--- src/verilog/dsx_defs.vh ---
/*
 * constants of the strobe polarity / transfer block: widths, timing,
 * read burst shape.
 * assumes a 25 MHz ref_clk; included by bare name.
 */
`ifndef DSX_DEFS_VH
`define DSX_DEFS_VH

`define DSX_DQ_W 8
`define DSX_FIFO_DEPTH 32
`define DSX_FIFO_AW 5
`define DSX_CLK_NS 40
// beats of one read burst, both strobe edges counted
`define DSX_BURST_LEN 8
`define DSX_BEAT_W 4
// longest wait from read start to preamble, rounded down
`define DSX_PRE_TMO_NS 2000
`define DSX_PRE_TMO_CYC (`DSX_PRE_TMO_NS / `DSX_CLK_NS)
`define DSX_TMO_W 8
// edge clock period measurement
`define DSX_PER_W 8
`define DSX_PER_MAX 8'hFF

`define DSX_ST_IDLE 2'h0
`define DSX_ST_ARM 2'h1
`define DSX_ST_BURST 2'h2

`endif

--- src/verilog/dsx_fifo.v ---
/*
 * small synchronous fifo, valid/ready on both sides, registered read data.
 * assumes one clock and an asynchronous active high reset.
 */
module dsx_fifo #(
   parameter WIDTH = 8,
   parameter DEPTH = 32,
   parameter AW = 5
) (
   input wire clk,
   input wire rst,
   input wire in_valid,
   output wire in_ready,
   input wire [WIDTH-1:0] in_data,
   output wire out_valid,
   input wire out_ready,
   output wire [WIDTH-1:0] out_data
);

reg [WIDTH-1:0] mem [0:DEPTH-1];
reg [AW-1:0] wr_ptr_ff;
reg [AW-1:0] rd_ptr_ff;
reg [AW:0] cnt_ff;
reg [WIDTH-1:0] out_data_ff;
reg out_valid_ff;
wire push;
wire pop;

// the output register is one of the DEPTH words, so full means DEPTH total
assign in_ready = (cnt_ff + {{AW{1'b0}}, out_valid_ff}) != DEPTH[AW:0];
assign push = in_valid && in_ready;
// memory drains into the output register whenever it is free
assign pop = (cnt_ff != {(AW+1){1'b0}}) && (!out_valid_ff || out_ready);
assign out_valid = out_valid_ff;
assign out_data = out_data_ff;

always @(posedge clk) begin
   if (push) begin
      mem[wr_ptr_ff] <= in_data;
   end
end

always @(posedge clk or posedge rst) begin
   if (rst) begin
      wr_ptr_ff <= {AW{1'b0}};
      rd_ptr_ff <= {AW{1'b0}};
      cnt_ff <= {(AW+1){1'b0}};
      out_data_ff <= {WIDTH{1'b0}};
      out_valid_ff <= 1'b0;
   end else begin
      if (push) begin
         wr_ptr_ff <= wr_ptr_ff + {{(AW-1){1'b0}}, 1'b1};
      end
      if (pop) begin
         rd_ptr_ff <= rd_ptr_ff + {{(AW-1){1'b0}}, 1'b1};
         out_data_ff <= mem[rd_ptr_ff];
         out_valid_ff <= 1'b1;
      end else if (out_ready) begin
         out_valid_ff <= 1'b0;
      end
      if (push && !pop) begin
         cnt_ff <= cnt_ff + {{AW{1'b0}}, 1'b1};
      end else if (pop && !push) begin
         cnt_ff <= cnt_ff - {{AW{1'b0}}, 1'b1};
      end
   end
end

endmodule

--- src/verilog/dsx_xfer.v ---
/*
 * read capture with per-read polarity choice, and a shared quarter-period
 * shifted write strobe for the whole data bus.
 * assumes strobe, data and edge clock arrive asynchronously to ref_clk and
 * are each much slower than it; the bench drives pins from the enables.
 */
// Functional notes
// read data enters ref_clk domain through registers of selectable polarity.
// polarity is chosen anew at the start of every read.
// memory leaves the strobe undriven before a read begins.
// memory drives the strobe low at the start of the preamble.
// idle-to-low strobe transition is detected and sets the polarity.
// output buffers get a write strobe shifted by a quarter period.
// the shifted strobe comes from one shared strobe delay block.
// every data output buffer receives the same shifted strobe.
// the shift delay offsets the edge clock by a quarter period.
// polarity holds for the burst; detector re-arms after the burst.
`include "dsx_defs.vh"

module dsx_xfer (
   input wire ref_clk,
   input wire rst,
   input wire dqs_pin_in,
   output wire dqs_pin_out,
   output wire dqs_pin_oe,
   input wire [`DSX_DQ_W-1:0] dq_pin_in,
   output wire [`DSX_DQ_W-1:0] dq_pin_out,
   output wire [`DSX_DQ_W-1:0] dq_pin_oe,
   input wire edge_clock_one,
   output wire [`DSX_DQ_W-1:0] write_strobe_shifted,
   input wire rd_start,
   output wire rd_busy,
   output wire rd_pol,
   output wire rd_timeout,
   output wire fifo_in_ready,
   output wire rd_valid,
   input wire rd_ready,
   output wire [`DSX_DQ_W-1:0] rd_data,
   input wire wr_en,
   input wire [`DSX_DQ_W-1:0] wr_data
);

////////////////////////////////////////////////////////////////////////////
// functions

// agreed level after a three-stage synchroniser
function filt;
   input prev;
   input s2;
   input s3;
   begin
      filt = (s2 == s3) ? s3 : prev;
   end
endfunction

////////////////////////////////////////////////////////////////////////////
// pin synchronisers

reg dqs_s1_ff;
reg dqs_s2_ff;
reg dqs_s3_ff;
reg dqs_ff;
reg ec_s1_ff;
reg ec_s2_ff;
reg ec_s3_ff;
reg ec_ff;
reg [`DSX_DQ_W-1:0] dq_s1_ff;
reg [`DSX_DQ_W-1:0] dq_s2_ff;
reg [`DSX_DQ_W-1:0] dq_s3_ff;
reg [`DSX_DQ_W-1:0] dq_s4_ff;
wire nxt_dqs;
wire nxt_ec;

assign nxt_dqs = filt(dqs_ff, dqs_s2_ff, dqs_s3_ff);
assign nxt_ec = filt(ec_ff, ec_s2_ff, ec_s3_ff);

always @(posedge ref_clk or posedge rst) begin
   if (rst) begin
      dqs_s1_ff <= 1'b1;
      dqs_s2_ff <= 1'b1;
      dqs_s3_ff <= 1'b1;
      dqs_ff <= 1'b1;
      ec_s1_ff <= 1'b0;
      ec_s2_ff <= 1'b0;
      ec_s3_ff <= 1'b0;
      ec_ff <= 1'b0;
      dq_s1_ff <= {`DSX_DQ_W{1'b0}};
      dq_s2_ff <= {`DSX_DQ_W{1'b0}};
      dq_s3_ff <= {`DSX_DQ_W{1'b0}};
      dq_s4_ff <= {`DSX_DQ_W{1'b0}};
   end else begin
      dqs_s1_ff <= dqs_pin_in;
      dqs_s2_ff <= dqs_s1_ff;
      dqs_s3_ff <= dqs_s2_ff;
      dqs_ff <= nxt_dqs;
      ec_s1_ff <= edge_clock_one;
      ec_s2_ff <= ec_s1_ff;
      ec_s3_ff <= ec_s2_ff;
      ec_ff <= nxt_ec;
      dq_s1_ff <= dq_pin_in;
      dq_s2_ff <= dq_s1_ff;
      dq_s3_ff <= dq_s2_ff;
      dq_s4_ff <= dq_s3_ff;
   end
end

// either strobe edge marks one data beat
wire dqs_edge;
wire dqs_fall;
assign dqs_edge = (nxt_dqs != dqs_ff);
assign dqs_fall = dqs_ff && !nxt_dqs;

////////////////////////////////////////////////////////////////////////////
// read control

reg [1:0] state_ff;
reg [1:0] nxt_state;
reg pol_ff;
reg nxt_pol;
reg seen_idle_ff;
reg nxt_seen_idle;
reg [`DSX_TMO_W-1:0] tmo_ff;
reg [`DSX_TMO_W-1:0] nxt_tmo;
reg [`DSX_BEAT_W-1:0] beat_ff;
reg [`DSX_BEAT_W-1:0] nxt_beat;
reg tmo_pulse_ff;
reg nxt_tmo_pulse;
reg cap_ff;
reg nxt_cap;
wire fifo_ready;
reg wr_act_ff;

always @* begin
   nxt_state = state_ff;
   nxt_pol = pol_ff;
   nxt_seen_idle = seen_idle_ff;
   nxt_tmo = tmo_ff;
   nxt_beat = beat_ff;
   nxt_tmo_pulse = 1'b0;
   nxt_cap = 1'b0;
   case (state_ff)
      `DSX_ST_IDLE: begin
         // room in the fifo, and no write driving or about to drive the bus
         if (rd_start && fifo_ready && !wr_act_ff && !wr_en) begin
            nxt_state = `DSX_ST_ARM;
            nxt_seen_idle = 1'b0;
            nxt_tmo = {`DSX_TMO_W{1'b0}};
            nxt_pol = 1'b0;
         end
      end
      `DSX_ST_ARM: begin
         nxt_tmo = tmo_ff + {{(`DSX_TMO_W-1){1'b0}}, 1'b1};
         if (dqs_ff) begin
            nxt_seen_idle = 1'b1;
         end
         // idle high level then driven low: the preamble has begun
         if (seen_idle_ff && dqs_fall) begin
            nxt_state = `DSX_ST_BURST;
            // strobe phase against ref_clk picks the capture edge
            nxt_pol = tmo_ff[0];
            nxt_beat = {`DSX_BEAT_W{1'b0}};
         end else if (tmo_ff == `DSX_PRE_TMO_CYC - 1) begin
            nxt_state = `DSX_ST_IDLE;
            nxt_tmo_pulse = 1'b1;
         end
      end
      `DSX_ST_BURST: begin
         // polarity stays fixed until the last beat is taken
         if (dqs_edge) begin
            nxt_cap = 1'b1;
            nxt_beat = beat_ff + {{(`DSX_BEAT_W-1){1'b0}}, 1'b1};
            if (beat_ff == `DSX_BURST_LEN - 1) begin
               nxt_state = `DSX_ST_IDLE;
            end
         end
      end
      default: begin
         nxt_state = `DSX_ST_IDLE;
      end
   endcase
end

always @(posedge ref_clk or posedge rst) begin
   if (rst) begin
      state_ff <= `DSX_ST_IDLE;
      pol_ff <= 1'b0;
      seen_idle_ff <= 1'b0;
      tmo_ff <= {`DSX_TMO_W{1'b0}};
      beat_ff <= {`DSX_BEAT_W{1'b0}};
      tmo_pulse_ff <= 1'b0;
      cap_ff <= 1'b0;
   end else begin
      state_ff <= nxt_state;
      pol_ff <= nxt_pol;
      seen_idle_ff <= nxt_seen_idle;
      tmo_ff <= nxt_tmo;
      beat_ff <= nxt_beat;
      tmo_pulse_ff <= nxt_tmo_pulse;
      cap_ff <= nxt_cap;
   end
end

////////////////////////////////////////////////////////////////////////////
// synchronising capture registers

// cap_ff lags the strobe edge by one cycle; dq_s3 then shows the beat,
// pol 1 takes the later copy to stay clear of the changing stage
reg [`DSX_DQ_W-1:0] beat_data_ff;
reg beat_vld_ff;

always @(posedge ref_clk or posedge rst) begin
   if (rst) begin
      beat_data_ff <= {`DSX_DQ_W{1'b0}};
      beat_vld_ff <= 1'b0;
   end else begin
      beat_vld_ff <= cap_ff;
      if (cap_ff) begin
         beat_data_ff <= pol_ff ? dq_s4_ff : dq_s3_ff;
      end
   end
end

// a full fifo cannot stall the memory, so room is checked before a read
dsx_fifo #(
   .WIDTH(`DSX_DQ_W),
   .DEPTH(`DSX_FIFO_DEPTH),
   .AW(`DSX_FIFO_AW)
) u_fifo (
   .clk(ref_clk),
   .rst(rst),
   .in_valid(beat_vld_ff),
   .in_ready(fifo_ready),
   .in_data(beat_data_ff),
   .out_valid(rd_valid),
   .out_ready(rd_ready),
   .out_data(rd_data)
);

////////////////////////////////////////////////////////////////////////////
// strobe delay block: one shared quarter-period shifter

reg ec_d_ff;
reg [`DSX_PER_W-1:0] per_cnt_ff;
reg [`DSX_PER_W-1:0] quarter_ff;
reg [`DSX_PER_W-1:0] dly_ff;
reg pend_ff;
reg pend_lvl_ff;
reg shifted_ff;
wire ec_rise;
wire ec_chg;

assign ec_rise = ec_ff && !ec_d_ff;
assign ec_chg = (ec_ff != ec_d_ff);

always @(posedge ref_clk or posedge rst) begin
   if (rst) begin
      ec_d_ff <= 1'b0;
      per_cnt_ff <= {`DSX_PER_W{1'b0}};
      quarter_ff <= {{(`DSX_PER_W-1){1'b0}}, 1'b1};
      dly_ff <= {`DSX_PER_W{1'b0}};
      pend_ff <= 1'b0;
      pend_lvl_ff <= 1'b0;
      shifted_ff <= 1'b0;
   end else begin
      ec_d_ff <= ec_ff;
      if (ec_rise) begin
         per_cnt_ff <= {{(`DSX_PER_W-1){1'b0}}, 1'b1};
         // quarter of the measured period, never below one cycle
         if (per_cnt_ff[`DSX_PER_W-1:2] != {(`DSX_PER_W-2){1'b0}}) begin
            quarter_ff <= {2'b00, per_cnt_ff[`DSX_PER_W-1:2]};
         end
      end else if (per_cnt_ff != `DSX_PER_MAX) begin
         per_cnt_ff <= per_cnt_ff + {{(`DSX_PER_W-1){1'b0}}, 1'b1};
      end
      // every edge clock edge reappears a quarter period later
      if (ec_chg) begin
         pend_ff <= 1'b1;
         pend_lvl_ff <= ec_ff;
         dly_ff <= {{(`DSX_PER_W-1){1'b0}}, 1'b1};
      end else if (pend_ff) begin
         if (dly_ff == quarter_ff) begin
            pend_ff <= 1'b0;
            shifted_ff <= pend_lvl_ff;
         end else begin
            dly_ff <= dly_ff + {{(`DSX_PER_W-1){1'b0}}, 1'b1};
         end
      end
   end
end

// one strobe fanned to every data lane
assign write_strobe_shifted = {`DSX_DQ_W{shifted_ff}};

////////////////////////////////////////////////////////////////////////////
// write drive

reg [`DSX_DQ_W-1:0] wr_data_ff;

always @(posedge ref_clk or posedge rst) begin
   if (rst) begin
      wr_act_ff <= 1'b0;
      wr_data_ff <= {`DSX_DQ_W{1'b0}};
   end else begin
      // writes wait while a read owns the bus
      wr_act_ff <= wr_en && (state_ff == `DSX_ST_IDLE);
      wr_data_ff <= wr_data;
   end
end

// strobe released outside writes so the memory can own it on reads
assign dqs_pin_oe = wr_act_ff;
assign dqs_pin_out = shifted_ff;
assign dq_pin_oe = {`DSX_DQ_W{wr_act_ff}};
assign dq_pin_out = wr_data_ff;

assign rd_busy = (state_ff != `DSX_ST_IDLE);
assign rd_pol = pol_ff;
assign rd_timeout = tmo_pulse_ff;
assign fifo_in_ready = fifo_ready;

endmodule

--- config.mk ---
export PLATFORM = sky130hd
export DESIGN_NAME = dsx_xfer
export DESIGN_NICKNAME = d
export VERILOG_FILES = /design/src/verilog/dsx_fifo.v /design/src/verilog/dsx_xfer.v
export VERILOG_INCLUDE_DIRS = /design/src /design/src/verilog
export SDC_FILE = /design/constraint.sdc
export NUM_CORES = 1
export LEC_CHECK = 0
export BUFFER_PORTS_ARGS = -buffer_cell sky130_fd_sc_hd__buf_2
export CORE_MARGIN = 2
export CORE_UTILIZATION = 30
export DETAILED_ROUTE_END_ITERATION = 10
export MAX_ROUTING_LAYER = met4
export PLACE_DENSITY = 0.45
export SLEW_MARGIN = 10
export SYNTH_ARGS = -nofsm -noshare
export SYNTH_HDL_FRONTEND = slang
export SYNTH_SLANG_ARGS = --single-unit
export TNS_END_PERCENT = 1
--- constraint.sdc ---
create_clock -name ref_clk -period 7.1 [get_ports ref_clk]
set_clock_uncertainty 0.1 [all_clocks]
set_input_delay 1.42 -clock ref_clk [delete_from_list [all_inputs] [get_ports ref_clk]]
set_output_delay 1.42 -clock ref_clk [all_outputs]
set_load 0.005 [all_outputs]
==> summary.txt <==
Run status
  • Status: completed

Worst setup path
  • Launch point of the worst reg-to-reg path: u_fifo.cnt_ff[0]
  • Critical path fanouts, max: 16
  • Reg2reg end: u_fifo.cnt_ff[5]
  • Reg2Reg Depth: 11
  • Worst setup EP type: flip-flop
  • Crit start category: input port
  • Reg2Reg Setup Slack: between 3 and 4 ns
  • Crit path to: u_fifo.cnt_ff[5]
  • Critical Path RT: 7.48 ns
  • Crit path from: rd_ready
  • Crit path kind: input port to flip-flop
  • Worst EP arrival: 4.10 ns

Drt
  • DR DRC count: 0
  • Wire length per cell: 19.53 um
  • Routed vias: 7841
  • First-pass DRT Iterations: 4
  • DR vias/cell: approximately 4.7
  • Drt first-iter violations: 498
  • ANT nets after route: 0
  • WL final: 32940 um

Power and ir drop
  • Pleak: 6.210 nW
  • Power Density: 405.7 mW/mm^2
  • Worst vdd ir: 0.0002306 V

Finish
  • Layout area overhead: 15.22%
  • Core Util, Final: 34.97%
  • Non-Filler Instances: 1686
  • Layout cell share with drive strength beyond 1: approximately 22%
  • Multi-input logic area: about 0.0040 mm^2
  • Fillers: 4815
  • Most frequent cells in the layout: edfxtp_1 (256), dfrtp_1 (119), nor2_1 (76)
  • NumNets Final: approximately 1000
  • Commonest non-fill, non-tap cell in the layout: edfxtp_1
  • Register area: 0.01088 mm^2

Global route
  • Remaining Overflow, GRT: 0
  • Largest net degree at the start of global routing: 67
  • Vias in the first global route: approximately 8100
  • Initial antenna violation count: 0
  • First-pass GRT wire length: 50910 um
  • GRT Total Usage: 13.12%

Timing
  • Relative slew margins: between 20% and 30%
  • Fin crit share: 52.38%
  • Final setup TNS: 0 ns
  • Fmax achieved: around 270 MHz
  • Crit path time final: roughly 3.7 ns
  • Max Slew Vio Count: 0
  • Fin. Hold Viols: 0
  • Worst Max-Slew Pin Slew: 1.165 ns
  • RSZ-0062 raised after global routing: false
  • Setup-failing EPs final: 0

Clock tree
  • CTS tree: built
  • H-tree levels: 2
  • Root buffer selected by CTS: clkbuf_16
  • Worst-path clk slew: 0.06 ns
  • Hold Buf Count CTS: 0
  • Postcts setup bufs: 0
  • Post_cts resized: 0
  • # clock sinks: 383
  • Clk Latency, worst-skew pair: 0.55 ns
  • Max clock buf depth: 3
  • CTS Buf Count: 43

Logic synthesis
  • Number of flops mapped to enable cells by yosys: 256
  • Syn. warnings: 0
  • Syn nets: 960
  • Largest cells by area after synthesis: edfxtp_1 (50%), dfrtp_1 (20%), mux4_2 (7.8%)
  • Syn_area_per_cell: 16.61 um^2
  • Share of the synthesized area in the top cell type: 50.48%
  • Yosys top cell by area: edfxtp_1
  • Syn Std Cell Area: between 0.015 and 0.02 mm^2
  • Post-synth ARST share: between 30 and 40%
  • Sequential area share after synthesis: 71.39%
  • Primary FF master, synth: edfxtp_1
  • Synthesis-stage register bit count: roughly 380
  • Synth Instances: 917
  • Post-synthesis cell type count: 62

Hold path
  • Min-Delay Path Class: flip-flop to flip-flop

Placed design
  • DPL Wire Length: 19770 um
  • Inst Count DP: approximately 1600
  • PortBufs: approximately 60
  • Gpl congestion: approximately 0.74

Floorplanning
  • Starting density of the core: between 30% and 40%
  • Total Die Area: 0.05258 mm^2
  • Die Wd: 229.3 um
  • Ports: 62
  • Die Y: between 200 and 250 um
  • Core Rows: 82
  • Area of the core: 0.05017 mm^2

Run
  • MaxCap Viol Count: 0
[power breakdown]
part	total (mW)	internal [mW]	switching, mW
combinational	1.81	0.765	1.05
clock	2.19	1.30	0.890
sequential	3.12	2.80	0.321
total	7.12	4.86	2.26
[synthesized netlist by cell type, types with 13 or more instances]
cell type,number
edfxtp_1,256
dfrtp_1,122
nor2_1,76
mux4_2,53
nand2_1,46
mux2i_1,44
buf_4,22
ha_1,19
nand3_1,19
xnor2_1,16
inv_1,15
buf_2,14
clkbuf_1,14
a21oi_1,13
a31oi_1,13
[area by class of cell]
class | count | area share [%]
Antenna cell | 1 | 0.01426
Clock buffer | 57 | 6.845
Clock inverter | 22 | 1.048
Inverter | 15 | 0.3494
Multi-Input combinational cell | 464 | 22.73
Sequential cell | 383 | 62.01
Tap cell | 672 | 4.792
Timing Repair Buffer | 72 | 2.210
[metal layers]
layer	up-vias	wire length, um	part of all wire (%)	global-route usage [%]
met4	0	740	2.2	4.221
met5	-	0	0	-
met2	125	15310	46	19.90
met3	49	1205	3.7	2.117
met1	4036	15680	48	18.06
li1	3631	-	-	-
[cell families after synthesis]
kind of cell / Yosys count / share of synthesized area (%)
flops: 383 / 71.39
simple gates: 209 / 6.647
compound gates: 106 / 5.119
mux: 105 / 11.32
buf+inv: 70 / 2.440
xor+xnor: 23 / 1.323
fa+ha+maj: 21 / 1.758
[state kept, by name, summed over array words and instances, names as in the netlist, 6 cells and up]
name             flops
dq_s3_ff             8
dly_ff               8
u_fifo.out_data      8
tmo_ff               8
u_fifo.cnt_ff        6
dq_s4_ff             8
u_fifo.mem         256
per_cnt_ff           8
dq_pin_out           8
dq_s2_ff             8
beat_data_ff         8
quarter_ff           6
dq_s1_ff             8
[through the flow]
step | hold WS [ns] | power [mW] | setup slack, ns | cell area, um^2
6_report | 0.2460 | 7.118 | 3.381 | 17550
5_1_grt | 0.2520 | 7.508 | 3.134 | 17540
4_1_cts | 0.2469 | 7.253 | 3.360 | 17540
3_5_place_dp | 0.2347 | 5.035 | 2.774 | 16160
3_3_place_gp | 0.2328 | 5.013 | 2.844 | 16160
2_1_floorplan | 0.2312 | 4.390 | 2.204 | 15230
[worst min path at each step]
stage / startpoint / endpoint / slack, ns / cells past startpoint
after global placement: dq_s1_ff[2] / dq_s2_ff[2] / 0.23 / 0
after floorplan: dq_s1_ff[0] / dq_s2_ff[0] / 0.23 / 0
after detailed placement: dq_s1_ff[0] / dq_s2_ff[0] / 0.23 / 0
after global routing: dq_s2_ff[4] / dq_s3_ff[4] / 0.25 / 0
final: dq_s1_ff[4] / dq_s2_ff[4] / 0.25 / 0
after CTS: dq_s2_ff[3] / dq_s3_ff[3] / 0.25 / 0
[critical path: stages]
cell and delay (ns):
buf_2 0.07, nand2b_1 0.10, a21boi_2 0.68, inv_1 0.18, ha_1 0.30, inv_1 0.19
ha_1 0.30, and2_1 0.17, a22o_1 0.23, a311oi_1 0.31, xnor2_1 0.15
(Power assumes the default switching activity.)
